File: src/common/dbs_cfg.svh
`ifndef DBS_CFG_SVH
`define DBS_CFG_SVH
// ==========================================
// Special-function addresses
`define DBS_ADDR_UNBANKED_WIN 8'h00
`define DBS_ADDR_BANK0_PTR 8'h01
`define DBS_ADDR_BANKED_WIN 8'h02
`define DBS_ADDR_PTR_FIRST 8'h03
`define DBS_ADDR_BSEL_FIRST 8'h04
`define DBS_ADDR_ACC 8'h05
`define DBS_ADDR_PCL 8'h06
`define DBS_ADDR_TBL_LOW 8'h07
`define DBS_ADDR_TBL_HIGH_LATCH 8'h08
`define DBS_ADDR_WDT_SEL 8'h09
`define DBS_ADDR_STATUS 8'h0a
`define DBS_ADDR_DAC_CTRL 8'h1f
`define DBS_ADDR_TBL_MID 8'h2b
`define DBS_ADDR_TBL_HIGH 8'h2c
`define DBS_ADDR_PTR_SECOND 8'h2e
`define DBS_ADDR_BSEL_SECOND 8'h2f
`define DBS_ADDR_GP_START 8'h60
// ==========================================
// Field positions and masks
`define DBS_BSEL_MASK 8'h1f
`define DBS_WDT_SEL_MASK 8'h07
`define DBS_PTR_CHOICE_BIT 7
`define DBS_ST_C 0
`define DBS_ST_AC 1
`define DBS_ST_Z 2
`define DBS_ST_OV 3
`define DBS_ST_PDF 4
`define DBS_ST_TO 5
`define DBS_ST_ARITH_MASK 8'h0f
// ==========================================
// Reset values
`define DBS_BSEL_RST 8'h00
`define DBS_BYTE_RST 8'h00
`define DBS_WDT_SEL_RST 8'h07
// ==========================================
// Watchdog timing: base count before division
`define DBS_WDT_BASE_CYCLES 16'h0100
`endif

File: src/common/dbs_pkg.sv
package dbs_pkg;
  // ==========================================
  // Data memory access request from the core
  typedef struct packed {
    logic rd;
    logic wr;
    logic [7:0] addr;
    logic [7:0] wdata;
  } dbs_mem_req_type;
  // ALU flag update request
  typedef struct packed {
    logic upd_arith;
    logic upd_c_only;
    logic c;
    logic ac;
    logic z;
    logic ov;
  } dbs_flag_upd_type;
  // Physical memory port: 11-bit address
  typedef struct packed {
    logic rd;
    logic wr;
    logic [10:0] addr;
    logic [7:0] wdata;
  } dbs_ram_req_type;
  typedef enum logic [1:0] {
    DBS_EX_RUN = 2'b00,
    DBS_EX_IDLE = 2'b01
  } dbs_ex_state_type;
endpackage : dbs_pkg

File: src/dbs_watchdog.sv
`timescale 1ns/1ps
`include "dbs_cfg.svh"
// ==========================================
// Watchdog prescaler and counter
module dbs_watchdog (
  input wire logic i_clk_sys,
  input wire logic i_rst,
  input wire logic i_ce,
  input wire logic i_kick,
  input wire logic [2:0] i_div_sel,
  output logic o_timeout
);
  logic [6:0] div_q;
  logic [15:0] cnt_q;
  logic tick;

  // Division ratio 1..128 picked by three bits
  always_comb begin
    tick = 1'b1;
    for (int i = 0; i < 7; i++) begin
      if (i < int'(i_div_sel)) begin
        tick = tick & div_q[i];
      end
    end
  end

  // Prescaler
  always_ff @(posedge i_clk_sys or posedge i_rst) begin
    if (i_rst) begin
      div_q <= 7'h00;
    end else if (i_ce) begin
      div_q <= i_kick ? 7'h00 : div_q + 7'h01;
    end
  end

  // Counter raises a one-cycle overflow pulse
  always_ff @(posedge i_clk_sys or posedge i_rst) begin
    if (i_rst) begin
      cnt_q <= 16'h0000;
      o_timeout <= 1'b0;
    end else if (i_ce) begin
      o_timeout <= 1'b0;
      if (i_kick) begin
        cnt_q <= 16'h0000;
      end else if (tick) begin
        if (cnt_q == `DBS_WDT_BASE_CYCLES - 16'h0001) begin
          cnt_q <= 16'h0000;
          o_timeout <= 1'b1;
        end else begin
          cnt_q <= cnt_q + 16'h0001;
        end
      end
    end
  end
endmodule : dbs_watchdog

File: src/dbs_core_regs.sv
`timescale 1ns/1ps
`include "dbs_cfg.svh"
// Operation
// - Bank-select bits 0..2 hold a binary bank number, banks zero to seven.
// - Bank-select bits 3..4 are plain storage; bits 5..7 unused.
// - First bank select pairs with first pointer, second with second.
// - Converter control bit 7 picks second banked pointer when set.
// - Unbanked window always reaches bank zero at its pointer address.
// - Resets clear bank selection except watchdog time-out during power-down.
// - Special-function addresses are never redirected by bank selection.
// - Direct data memory accesses always go to bank zero.
// - Program-counter low writes jump within the current page only.
// - Program-counter low write inserts one idle instruction cycle.
// - Table read puts high byte in latch, low byte at destination.
// - Watchdog select uses low three bits, ratio 1..128; overflow resets.
// - Status writes change arithmetic flags only, not expiry or sleep flags.
// - Carry set on add carry or subtract no-borrow; rotate updates it.
// - Nibble carry set on low-nibble carry or no nibble borrow.
// - Zero flag follows whether the result equals zero.
// - Overflow set when carry into top bit differs from carry out.
// - Sleep flag cleared by power-up or kick, set by sleep instruction.
// - Expiry flag cleared by power-up, kick or sleep; set by time-out.
// - Interrupts and calls never push status automatically.
// - All results pass through the accumulator; no memory-to-memory copy.
// - Indirect access to a window location reads zero, writes nothing.
// - Unused special-function addresses read zero.
module dbs_core_regs
  import dbs_pkg::*;
(
  input wire logic i_clk_sys,
  input wire logic i_rst,
  input wire logic i_ce,
  input wire logic i_power_up,
  input wire logic i_sleep_op,
  input wire logic i_kick_op,
  input wire logic i_indirect,
  input dbs_pkg::dbs_mem_req_type i_req,
  input wire logic [7:0] i_ram_rdata,
  input dbs_pkg::dbs_flag_upd_type i_flags,
  input wire logic i_tbl_done,
  input wire logic [15:0] i_tbl_word,
  input wire logic [7:0] i_alu_result,
  input wire logic i_alu_wr_acc,
  output dbs_pkg::dbs_ram_req_type o_ram,
  output logic [7:0] o_rdata,
  output logic [7:0] o_acc,
  output logic o_pcl_load,
  output logic [7:0] o_pcl_value,
  output logic o_stall,
  output logic [23:0] o_tbl_addr,
  output logic [7:0] o_tbl_low,
  output logic o_tbl_low_valid,
  output logic o_wdt_reset,
  output logic [7:0] o_status,
  output logic o_sleeping
);
  logic [7:0] bsel1_q, bsel2_q, ptr0_q, ptr1_q, ptr2_q, acc_q, dacc_q;
  logic [7:0] tblp_q, tbmp_q, tbhp_q, table_high_latch_q, watchdog_divider_select_q, pcl_q;
  logic c_q, ac_q, z_q, ov_q, pdf_q, to_q;
  logic sleep_q, idle_q;
  dbs_ex_state_type ex_q;
  logic wdt_to;
  logic [7:0] eff_addr, sfr_rd;
  logic [2:0] eff_bank;
  logic is_sfr, wr_ok, rd_ok, win_hit;
  logic fl_c, fl_ac, fl_z, fl_ov;

  // ==========================================
  // Address formation
  always_comb begin
    eff_addr = i_req.addr;
    eff_bank = 3'h0;
    win_hit = 1'b0;
    if (i_indirect) begin
      if (i_req.addr == `DBS_ADDR_UNBANKED_WIN) begin
        eff_addr = ptr0_q;
        eff_bank = 3'h0;
      end else if (i_req.addr == `DBS_ADDR_BANKED_WIN) begin
        if (dacc_q[`DBS_PTR_CHOICE_BIT]) begin
          eff_addr = ptr2_q;
          eff_bank = bsel2_q[2:0];
        end else begin
          eff_addr = ptr1_q;
          eff_bank = bsel1_q[2:0];
        end
      end
      win_hit = (eff_addr == `DBS_ADDR_UNBANKED_WIN) ||
                (eff_addr == `DBS_ADDR_BANKED_WIN);
    end
    is_sfr = eff_addr < `DBS_ADDR_GP_START;
    wr_ok = i_req.wr && !win_hit && !idle_q && !sleep_q;
    rd_ok = i_req.rd && !win_hit;
  end

  // Register write strobe for one address
  function automatic logic sfr_we(input logic [7:0] a, input logic [7:0] ea,
                                  input logic ok, input logic sfr);
    sfr_we = ok && sfr && (ea == a);
  endfunction : sfr_we

  // ==========================================
  // Special-function read mux
  always_comb begin
    unique case (eff_addr)
      `DBS_ADDR_BANK0_PTR: sfr_rd = ptr0_q;
      `DBS_ADDR_PTR_FIRST: sfr_rd = ptr1_q;
      `DBS_ADDR_BSEL_FIRST: sfr_rd = bsel1_q & `DBS_BSEL_MASK;
      `DBS_ADDR_ACC: sfr_rd = acc_q;
      `DBS_ADDR_PCL: sfr_rd = pcl_q;
      `DBS_ADDR_TBL_LOW: sfr_rd = tblp_q;
      `DBS_ADDR_TBL_HIGH_LATCH: sfr_rd = table_high_latch_q;
      `DBS_ADDR_WDT_SEL: sfr_rd = watchdog_divider_select_q & `DBS_WDT_SEL_MASK;
      `DBS_ADDR_STATUS: sfr_rd = {2'h0, to_q, pdf_q, ov_q, z_q, ac_q, c_q};
      `DBS_ADDR_DAC_CTRL: sfr_rd = dacc_q;
      `DBS_ADDR_TBL_MID: sfr_rd = tbmp_q;
      `DBS_ADDR_TBL_HIGH: sfr_rd = tbhp_q;
      `DBS_ADDR_PTR_SECOND: sfr_rd = ptr2_q;
      `DBS_ADDR_BSEL_SECOND: sfr_rd = bsel2_q & `DBS_BSEL_MASK;
      default: sfr_rd = 8'h00;
    endcase
  end

  // ==========================================
  // Memory port and read data
  always_ff @(posedge i_clk_sys or posedge i_rst) begin
    if (i_rst) begin
      o_ram <= '0;
      o_rdata <= 8'h00;
    end else if (i_ce) begin
      o_ram.rd <= rd_ok && !is_sfr;
      o_ram.wr <= wr_ok && !is_sfr;
      o_ram.addr <= {eff_bank, eff_addr};
      o_ram.wdata <= i_req.wdata;
      // RAM answers last cycle's address; core leaves a free cycle behind a RAM read
      if (o_ram.rd) begin
        o_rdata <= i_ram_rdata;
      end else if (!rd_ok) begin
        o_rdata <= 8'h00;
      end else if (is_sfr) begin
        o_rdata <= sfr_rd;
      end
    end
  end

  // ==========================================
  // Bank selects; watchdog reset in power-down keeps them
  always_ff @(posedge i_clk_sys or posedge i_rst) begin
    if (i_rst) begin
      bsel1_q <= `DBS_BSEL_RST;
      bsel2_q <= `DBS_BSEL_RST;
    end else if (i_ce) begin
      if (i_power_up || (wdt_to && !sleep_q)) begin
        bsel1_q <= `DBS_BSEL_RST;
        bsel2_q <= `DBS_BSEL_RST;
      end else begin
        if (sfr_we(`DBS_ADDR_BSEL_FIRST, eff_addr, wr_ok, is_sfr)) begin
          bsel1_q <= i_req.wdata & `DBS_BSEL_MASK;
        end
        if (sfr_we(`DBS_ADDR_BSEL_SECOND, eff_addr, wr_ok, is_sfr)) begin
          bsel2_q <= i_req.wdata & `DBS_BSEL_MASK;
        end
      end
    end
  end

  // Pointers, table pointers, converter control and watchdog select
  always_ff @(posedge i_clk_sys or posedge i_rst) begin
    if (i_rst) begin
      ptr0_q <= `DBS_BYTE_RST;
      ptr1_q <= `DBS_BYTE_RST;
      ptr2_q <= `DBS_BYTE_RST;
      dacc_q <= `DBS_BYTE_RST;
      tblp_q <= `DBS_BYTE_RST;
      tbmp_q <= `DBS_BYTE_RST;
      tbhp_q <= `DBS_BYTE_RST;
      watchdog_divider_select_q <= `DBS_WDT_SEL_RST;
    end else if (i_ce) begin
      if (sfr_we(`DBS_ADDR_BANK0_PTR, eff_addr, wr_ok, is_sfr)) ptr0_q <= i_req.wdata;
      if (sfr_we(`DBS_ADDR_PTR_FIRST, eff_addr, wr_ok, is_sfr)) ptr1_q <= i_req.wdata;
      if (sfr_we(`DBS_ADDR_PTR_SECOND, eff_addr, wr_ok, is_sfr)) ptr2_q <= i_req.wdata;
      if (sfr_we(`DBS_ADDR_DAC_CTRL, eff_addr, wr_ok, is_sfr)) dacc_q <= i_req.wdata;
      if (sfr_we(`DBS_ADDR_TBL_LOW, eff_addr, wr_ok, is_sfr)) tblp_q <= i_req.wdata;
      if (sfr_we(`DBS_ADDR_TBL_MID, eff_addr, wr_ok, is_sfr)) tbmp_q <= i_req.wdata;
      if (sfr_we(`DBS_ADDR_TBL_HIGH, eff_addr, wr_ok, is_sfr)) tbhp_q <= i_req.wdata;
      if (sfr_we(`DBS_ADDR_WDT_SEL, eff_addr, wr_ok, is_sfr)) begin
        watchdog_divider_select_q <= i_req.wdata & `DBS_WDT_SEL_MASK;
      end
    end
  end

  // Accumulator: ALU results land here
  always_ff @(posedge i_clk_sys or posedge i_rst) begin
    if (i_rst) begin
      acc_q <= `DBS_BYTE_RST;
    end else if (i_ce) begin
      if (i_alu_wr_acc && !idle_q) begin
        acc_q <= i_alu_result;
      end else if (sfr_we(`DBS_ADDR_ACC, eff_addr, wr_ok, is_sfr)) begin
        acc_q <= i_req.wdata;
      end
    end
  end

  // ==========================================
  // Program-counter low: load pulse plus one idle cycle
  always_ff @(posedge i_clk_sys or posedge i_rst) begin
    if (i_rst) begin
      pcl_q <= `DBS_BYTE_RST;
      o_pcl_load <= 1'b0;
      ex_q <= DBS_EX_RUN;
      idle_q <= 1'b0;
    end else if (i_ce) begin
      o_pcl_load <= 1'b0;
      unique case (ex_q)
        DBS_EX_RUN: begin
          if (sfr_we(`DBS_ADDR_PCL, eff_addr, wr_ok, is_sfr)) begin
            pcl_q <= i_req.wdata;
            o_pcl_load <= 1'b1;
            ex_q <= DBS_EX_IDLE;
            idle_q <= 1'b1;
          end
        end
        DBS_EX_IDLE: begin
          ex_q <= DBS_EX_RUN;
          idle_q <= 1'b0;
        end
        default: begin
          ex_q <= DBS_EX_RUN;
          idle_q <= 1'b0;
        end
      endcase
    end
  end

  // ==========================================
  // Table read: high byte latched, low byte forwarded
  always_ff @(posedge i_clk_sys or posedge i_rst) begin
    if (i_rst) begin
      table_high_latch_q <= `DBS_BYTE_RST;
      o_tbl_low <= 8'h00;
      o_tbl_low_valid <= 1'b0;
    end else if (i_ce) begin
      o_tbl_low_valid <= i_tbl_done;
      if (i_tbl_done) begin
        table_high_latch_q <= i_tbl_word[15:8];
        o_tbl_low <= i_tbl_word[7:0];
      end
    end
  end

  // ==========================================
  // Arithmetic flags: ALU update beats software write
  always_comb begin
    fl_c = c_q;
    fl_ac = ac_q;
    fl_z = z_q;
    fl_ov = ov_q;
    if (sfr_we(`DBS_ADDR_STATUS, eff_addr, wr_ok, is_sfr)) begin
      fl_c = i_req.wdata[`DBS_ST_C];
      fl_ac = i_req.wdata[`DBS_ST_AC];
      fl_z = i_req.wdata[`DBS_ST_Z];
      fl_ov = i_req.wdata[`DBS_ST_OV];
    end
    if (i_flags.upd_arith) begin
      fl_c = i_flags.c;
      fl_ac = i_flags.ac;
      fl_z = i_flags.z;
      fl_ov = i_flags.ov;
    end else if (i_flags.upd_c_only) begin
      fl_c = i_flags.c;
    end
  end

  // Flag registers; status is never stacked here
  always_ff @(posedge i_clk_sys or posedge i_rst) begin
    if (i_rst) begin
      c_q <= 1'b0;
      ac_q <= 1'b0;
      z_q <= 1'b0;
      ov_q <= 1'b0;
    end else if (i_ce) begin
      c_q <= fl_c;
      ac_q <= fl_ac;
      z_q <= fl_z;
      ov_q <= fl_ov;
    end
  end

  // System flags: set beats clear
  always_ff @(posedge i_clk_sys or posedge i_rst) begin
    if (i_rst) begin
      pdf_q <= 1'b0;
      to_q <= 1'b0;
      sleep_q <= 1'b0;
    end else if (i_ce) begin
      if (i_sleep_op) begin
        pdf_q <= 1'b1;
      end else if (i_power_up || i_kick_op) begin
        pdf_q <= 1'b0;
      end
      if (wdt_to) begin
        to_q <= 1'b1;
      end else if (i_power_up || i_kick_op || i_sleep_op) begin
        to_q <= 1'b0;
      end
      if (i_sleep_op) begin
        sleep_q <= 1'b1;
      end else if (i_power_up || wdt_to) begin
        sleep_q <= 1'b0;
      end
    end
  end

  // ==========================================
  // Registered outputs
  always_ff @(posedge i_clk_sys or posedge i_rst) begin
    if (i_rst) begin
      o_wdt_reset <= 1'b0;
      o_stall <= 1'b0;
    end else if (i_ce) begin
      o_wdt_reset <= wdt_to;
      o_stall <= sfr_we(`DBS_ADDR_PCL, eff_addr, wr_ok, is_sfr) && !idle_q;
    end
  end

  assign o_acc = acc_q;
  assign o_pcl_value = pcl_q;
  assign o_tbl_addr = {tbhp_q, tbmp_q, tblp_q};
  assign o_status = {2'h0, to_q, pdf_q, ov_q, z_q, ac_q, c_q};
  assign o_sleeping = sleep_q;

  // ==========================================
  // Watchdog
  dbs_watchdog u_wdt (
    .i_clk_sys(i_clk_sys),
    .i_rst(i_rst),
    .i_ce(i_ce),
    .i_kick(i_kick_op || i_power_up),
    .i_div_sel(watchdog_divider_select_q[2:0]),
    .o_timeout(wdt_to)
  );
endmodule : dbs_core_regs

File: config.mk
export PLATFORM = sky130hd
export DESIGN_NAME = dbs_core_regs
export DESIGN_NICKNAME = d
export VERILOG_FILES = /design/src/common/dbs_pkg.sv /design/src/dbs_watchdog.sv /design/src/dbs_core_regs.sv
export VERILOG_INCLUDE_DIRS = /design/src /design/src/common
export SDC_FILE = /design/constraint.sdc
export NUM_CORES = 1
export LEC_CHECK = 0
export BUFFER_PORTS_ARGS = -buffer_cell sky130_fd_sc_hd__buf_2
export CAP_MARGIN = 40
export CORE_ASPECT_RATIO = 1.5
export CORE_MARGIN = 2
export CORE_UTILIZATION = 58
export CTS_BUF_LIST = sky130_fd_sc_hd__clkbuf_4
export CTS_CLUSTER_SIZE = 40
export DETAILED_ROUTE_END_ITERATION = 6
export GPL_TIMING_DRIVEN = 0
export PLACE_DENSITY_LB_ADDON = 0.12
export REMOVE_ABC_BUFFERS = 1
export SYNTH_ARGS = -nofsm -noshare
export SYNTH_HDL_FRONTEND = slang
export SYNTH_SLANG_ARGS = --single-unit
File: constraint.sdc
create_clock -name i_clk_sys -period 6.5 [get_ports i_clk_sys]
set_input_delay 0.325 -clock i_clk_sys [delete_from_list [all_inputs] [get_ports i_clk_sys]]
set_output_delay 0.325 -clock i_clk_sys [all_outputs]
set_load 0.02 [all_outputs]
==> flow_summary.toml, run 1 <==
[synthesis]
ys_seq_area_frac = 0.486
syn_area_per_cell_sq_um = 10.9
yosysUniqueCellTypes = 68
synth_edf_count = 0
synth_area_sq_mm = 0.00850
ys.flop_type = "dfrtp_1"
syn_inst = 777
synth-seq-cells = 165
ys_async_sr_fraction = 1.00
yosys_warnings = 0

[power_and_ir_drop]
sw_frac_of_total = 0.324
internal-power_mw = 1.39
p_per_area_mw_per_mm2 = 207
p_seq_frac = 0.549
power_frac_comb = 0.167
netSwitchingPower_mw = 0.668
ir_drop_uv = 192
power.share.clock = 0.284
p_leak_nw = 4.63

[sta]
rsz0062_at_grt = "false"
hold_viol = 0
maxSlewHeadroom = 0.376
finalClockSkew_ns = 0.0244
timing.setup.tns_ns = 0
fin_crit_ns = 4.77
fin_crit_sh = 0.734
max_freq_mhz = 210
final-max-slew-violation-count = 0
hold-worst-slack_ns = 0.0197
finalSetupViolCount = 0
tightest_slew_ns = 0.933

[critical_path]
cp.required_ns = 6.99
path_class = "register to register"
crit_path_start = "dacc_q[7]"
worstPathArrival_ns = 5.26
crit_path_end_kind = "register"
critPathLaunchType = "register"
cp_max_fo = 15
timing.rr.start = "dacc_q[7]"

[clock_network]
cts_resized = 0
htree_levels = 4
cts_sinks = 165
ctsHoldBuffers = 22
ctsRootBufferMaster = "clkbuf_4"
clkLatencyLatePin_ns = 0.60
cts-buffers-inserted = 17
tritoncts = "built"
cts.clk_slew.worst_paths_ns = 0.15
cts_setup_buffers = 0
clock_path_buffers = 2

[cells_and_area]
fillerInstances = 1170
layout.nets = 1002
layout-drive-gt1-share = 0.377
area_growth_pct = 17.1

[placed_design]
dpl.hpwl_mm = 18.9
port_buffers = 152
gp_congestion = 0.920

[floorplan]
rows = 54
coreArea_sq_mm = 0.0145
initial_core_util = 0.588
ioPinCount = 155
die_area_sq_mm = 0.0157
die_y_um = 152
die_w_um = 103

[grt]
grt-ovfl-total = 0
antenna_found_initial = 1
grt_pass1_vias = 7283
grt.total_usage = 0.338
grt_start_max_net_pins = 88
grt_pass1_wl_mm = 39.9

[drt]
initialDrtViolationCount = 425
drtPass1Iterations = 5
wl_per_cell_um = 22.4
ant_nets = 0
num_vias = 7162
wirelength_mm = 25.6
drc = 0
avgViaCountPerCell = 6.26

[status]
status = "completed"

[job]
max_cap_violations = 0

[min_path]
min-delay-start = "i_ram_rdata[6]"
hp-class = "input pin to register"
==> worst paths after layout <==
kind	cells after the start	to	slack [ns]
max	9	ptr0_q[6]	1.73
min	3	o_rdata[6]	0.02
max reg2reg	9	ptr0_q[6]	1.73
min reg2reg	2	o_ram[13]	0.51
max in group asynchronous	4	watchdog_divider_select_q[2]	5.24
min in group asynchronous	3	o_ram[0]	0.38
==> synthesized netlist by cell type, types with 4 or more instances <==
master,instances,area [sq um]
a32o_1,5,50.1
a31oi_1,9,56.3
buf_4,10,75.1
nand4_1,6,37.5
a211oi_1,13,97.6
buf_1,4,15.0
a32oi_1,8,70.1
a22o_1,5,43.8
xor2_1,4,35.0
or2_2,4,25.0
dfrtp_1,162,4050
nand3_1,36,180
o22a_1,4,35.0
and2_1,7,43.8
nor2_1,38,143
nor4_1,5,31.3
inv_1,13,48.8
a221o_1,4,40.0
o2bb2ai_1,9,78.8
mux2i_1,17,170
or3_1,6,37.5
o31ai_1,10,75.1
buf_2,12,60.1
xnor2_1,6,52.6
nor3_1,9,45.0
nand2_1,66,248
nor2b_1,10,62.6
o21ai_0,39,195
clkbuf_1,26,97.6
mux2_2,127,1430
a21oi_1,15,75.1
a222oi_1,6,60.1
o22ai_1,11,68.8
and3_1,15,93.8
==> flip-flops by register name, summed over array words and instances (netlist names), 3 cells and up <==
register / count
tbhp_q: 8
ptr0_q: 8
u_wdt.cnt_q: 16
o_tbl_low: 8
dacc_q: 8
o_rdata: 8
o_ram: 21
o_acc: 8
o_pcl_value: 8
bsel1_q: 5
table_high_latch_q: 8
u_wdt.div_q: 7
watchdog_divider_select_q: 3
ptr2_q: 8
bsel2_q: 5
tblp_q: 8
ptr1_q: 8
tbmp_q: 8
==> cell usage in the layout (no fill, tap or decap), drive strengths merged, types with 18 or more instances in the layout <==
master,instances
clkbuf,18
dfrtp,162
dlygate4sd3,22
nand2,66
buf,169
mux2,130
nand3,36
nor2,41
o21ai,41
inv,22
==> routing by layer <==
layer	global-route usage	vias to the layer above	wire length (um)
li1	-	3205	-
met1	0.407	3527	9560
met2	0.568	336	13000
met3	0.0615	94	1590
met4	0.172	0	1440
met5	0	-	0
==> stage by stage <==
stage	power (mW)	worst slack, ns	cell area, sq um	instances	utilization
6_report	2.06	1.73	9960	1145	0.689
3_5_place_dp	1.48	1.77	9470	1090	0.655
4_1_cts	2.07	1.81	9950	1144	0.688
2_1_floorplan	1.33	1.72	8250	725	-
5_1_grt	2.15	1.53	9960	1145	0.689
3_3_place_gp	1.46	0.142	9260	1073	0.640
==> area by class of cell <==
type	count	area, sq um	share of cell area
diodes	1	2.50	0.000251
clock buffers	18	135	0.0136
clock inverters	14	133	0.0133
inverters	13	53.8	0.00540
multi-input cells	547	4090	0.410
flip-flops and latches	165	4130	0.415
well taps	196	245	0.0246
repair buffers	191	1170	0.117
==> cells by family after synthesis <==
kind of cell               share of synthesized area
buffers and inverters                         0.0362
xor gates and xnor gates                      0.0103
other                                       0.000441
adders and majority gates                    0.00294
muxes                                          0.193
DFF                                            0.486
AOI/OAI and AO/OA                              0.137
and+or+nand+nor                                0.134
==> critical path: stages (launching register included) <==
cell	delay, ns
dfrtp_1	0.89
mux2_2	0.43
o31ai_1	0.51
o21ai_2	0.24
buf_8	0.22
nor2_1	0.71
nor4b_4	0.63
nor2b_1	0.44
buf_4	0.26
mux2_2	0.34
==> power by group through the flow <==
stage | Clock [mW] | Sequential (mW) | Combinational [mW]
CTS | 0.593 | 1.13 | 0.344
floorplan | 0 | 1.19 | 0.143
detailed placement | 0 | 1.15 | 0.333
global route | 0.641 | 1.14 | 0.370
finish | 0.585 | 1.13 | 0.344
global placement | 0 | 1.15 | 0.315
Note: power is estimated with default switching activity, not from simulation.
==> run 2: changes to the inputs <==
--- a/config.mk
+++ b/config.mk
@@ -10,7 +10,7 @@
 export CAP_MARGIN = 40
 export CORE_ASPECT_RATIO = 1.5
 export CORE_MARGIN = 2
-export CORE_UTILIZATION = 58
+export CORE_UTILIZATION = 52
 export CTS_BUF_LIST = sky130_fd_sc_hd__clkbuf_4
 export CTS_CLUSTER_SIZE = 40
 export DETAILED_ROUTE_END_ITERATION = 6
==> constraint.sdc (replaced) <==
create_clock -name i_clk_sys -period 3.9 [get_ports i_clk_sys]
set_input_delay 0.195 -clock i_clk_sys [delete_from_list [all_inputs] [get_ports i_clk_sys]]
set_output_delay 0.195 -clock i_clk_sys [all_outputs]
set_load 0.02 [all_outputs]
==> run 2 against run 1 <==
  * The run now ends with design-rule violations left
  * Cell count increased by 3.4%
  * Sequential cell count stayed put
  * Global-route usage decreased by 2.2 points
  * Combinational power is 75% higher
==> flow_summary.toml, run 2 (synthesis results as in run 1) <==
[drt]
initialDrtViolationCount = 629
ant_nets = 0
wirelength_mm = 26.8
drtPass1Iterations = 7
wl_per_cell_um = 22.6
avgViaCountPerCell = 6.11
num_vias = 7233
drc = 1

[clock_network]
clkLatencyLatePin_ns = 0.59
cts.clk_slew.worst_paths_ns = 0.15
tritoncts = "built"
cts-buffers-inserted = 17
clock_path_buffers = 2
ctsRootBufferMaster = "clkbuf_4"
htree_levels = 4
cts_sinks = 165

[placed_design]
gp_congestion = 0.910
dpl.hpwl_mm = 19.5
port_buffers = 152
placed_cell_area_sq_mm = 0.00948
dp.cells = 1100

[critical_path]
rr_endpoint = "tbhp_q[0]"
path_class = "register to register"
cp_num_buf_inv = 1
worstPathCellList = "mux2_2, o31ai_1, o21ai_2, buf_8, nor2_1, nand2_1, nor2_2, mux2_2"
cpLargestDelayFamily = "simple AND/OR/NAND/NOR gates"
r2r_cells = 8
critPathLaunchType = "register"
timing.rr.start = "dacc_q[7]"
r2r_setup_slack_ns = 0.11
cp_slowest_cell = "dfrtp_2"
timing.critical_path.mode_cell = "mux2_2"
cp_max_fo = 15
crit_path_end_kind = "register"
cpPeakStageDelay_ns = 0.67
worstPathArrival_ns = 4.26
cp.required_ns = 4.38

[cells_and_area]
layout.nets = 1032
largest_register_ffs = 21
area_growth_pct = 21.0
layout_common_cells = "161 x dfrtp_1, 153 x buf_2, 127 x mux2_2, 66 x nand2_1, 49 x dlygate4sd3_1"
layout-drive-gt1-share = 0.374
final_common_cell = "dfrtp_1"
fin_cells = 1184
top_register = "o_ram"
stdcell_area_sq_mm = 0.0103
reg.largest.list = "o_ram: 21 flops, u_wdt.cnt_q: 16 flops"

[sta]
fin_crit_sh = 0.971
finalClockSkew_ns = 0.0345
timing.setup.tns_ns = 0
hold-worst-slack_ns = 0.0384
fin_crit_ns = 3.79
tightest_slew_ns = 0.962
final-max-slew-violation-count = 0
rsz0062_at_grt = "false"
hold_viol = 0
max_freq_mhz = 264
finalSetupViolCount = 0
maxSlewHeadroom = 0.356

[job]
max_cap_violations = 0

[floorplan]
die_w_um = 108
initial_core_util = 0.528
die_y_um = 161
die_area_sq_mm = 0.0174
ioPinCount = 155
rows = 57
coreArea_sq_mm = 0.0161

[min_path]
hold_end = "ptr1_q[5]"
hp-class = "input pin to register"
min_path_cells = 2
min-delay-start = "i_req[5]"

[grt]
grt_pass1_wl_mm = 41.4
antenna_found_initial = 1
grt-ovfl-total = 0
grt_pass1_vias = 7392
grt_start_max_net_pins = 86
grt.total_usage = 0.316

[power_and_ir_drop]
p_per_area_mw_per_mm2 = 338
ir_drop_uv = 247
p_leak_nw = 4.77

[status]
violations = "design-rule violations"
status = "finished, violations left"
## run 2: cell count changes in the layout (fill, tap and decap cells not counted), sizes merged
| cell | before | now |
|---|---|---|
| bufinv | 0 | 1 |
| clkbuf | 18 | 19 |
| clkinv | 4 | 5 |
| buf | 169 | 171 |
| dlygate4sd3 | 22 | 49 |
| inv | 22 | 19 |
## run 2: worst max-delay path by stage
| stage | start | endpoint | slack, ns | depth (start not counted) |
|---|---|---|---|---|
| 4_1_cts | dacc_q[7] | o_acc[1] | 0.02 | 11 |
| 3_5_place_dp | dacc_q[7] | ptr0_q[4] | -0.71 | 9 |
| 6_report | dacc_q[7] | tbhp_q[0] | 0.11 | 8 |
| 3_3_place_gp | i_rst | o_ram[4] | -2.37 | 2 |
| 2_1_floorplan | i_rst | ac_q | -0.75 | 1 |
| 5_1_grt | dacc_q[7] | tbmp_q[1] | 0.02 | 8 |
## run 2: power by group
group | internal [mW] | total (mW) | switching (mW)
logic | 0.245 | 0.602 | 0.357
registers | 1.81 | 1.89 | 0.0780
clock network | 0.332 | 0.986 | 0.655
## run 2: per-layer routing
metal	share of wire	track usage	routed length, um
met1	0.39	0.390	10300
met2	0.51	0.538	13700
met3	0.054	0.0422	1440
met4	0.048	0.154	1290
met5	0	0	0
## run 2: repair_timing
| item | CTS | global route |
|---|---|---|
| endpoints found under the hold margin | 151 | 0 |
| cloned | 0 | 0 |
| resized for setup | 7 | 3 |
| setup buffers | 2 | 0 |
| endpoints found under the setup margin | 77 | 16 |
| hold buffers | 49 | 0 |
## run 2: final cells by class
type | count | area (sq um)
Timing Repair Buffer | 221 | 1460
Clock inverter | 13 | 124
Clock buffer | 18 | 135
Tap cell | 206 | 258
Multi-Input combinational cell | 547 | 4120
Sequential cell | 165 | 4130
Fill cell | 1381 | 5830
Antenna cell | 1 | 2.50
Inverter | 13 | 56.3
## run 2: stage by stage
step / utilization / power, mW / setup slack, ns
after floorplan: - / 2.22 / -0.752
after global routing: 0.639 / 3.63 / 0.0227
after detailed placement: 0.588 / 2.48 / -0.714
after CTS: 0.637 / 3.49 / 0.0173
after global placement: 0.575 / 2.44 / -2.37
final: 0.639 / 3.47 / 0.115
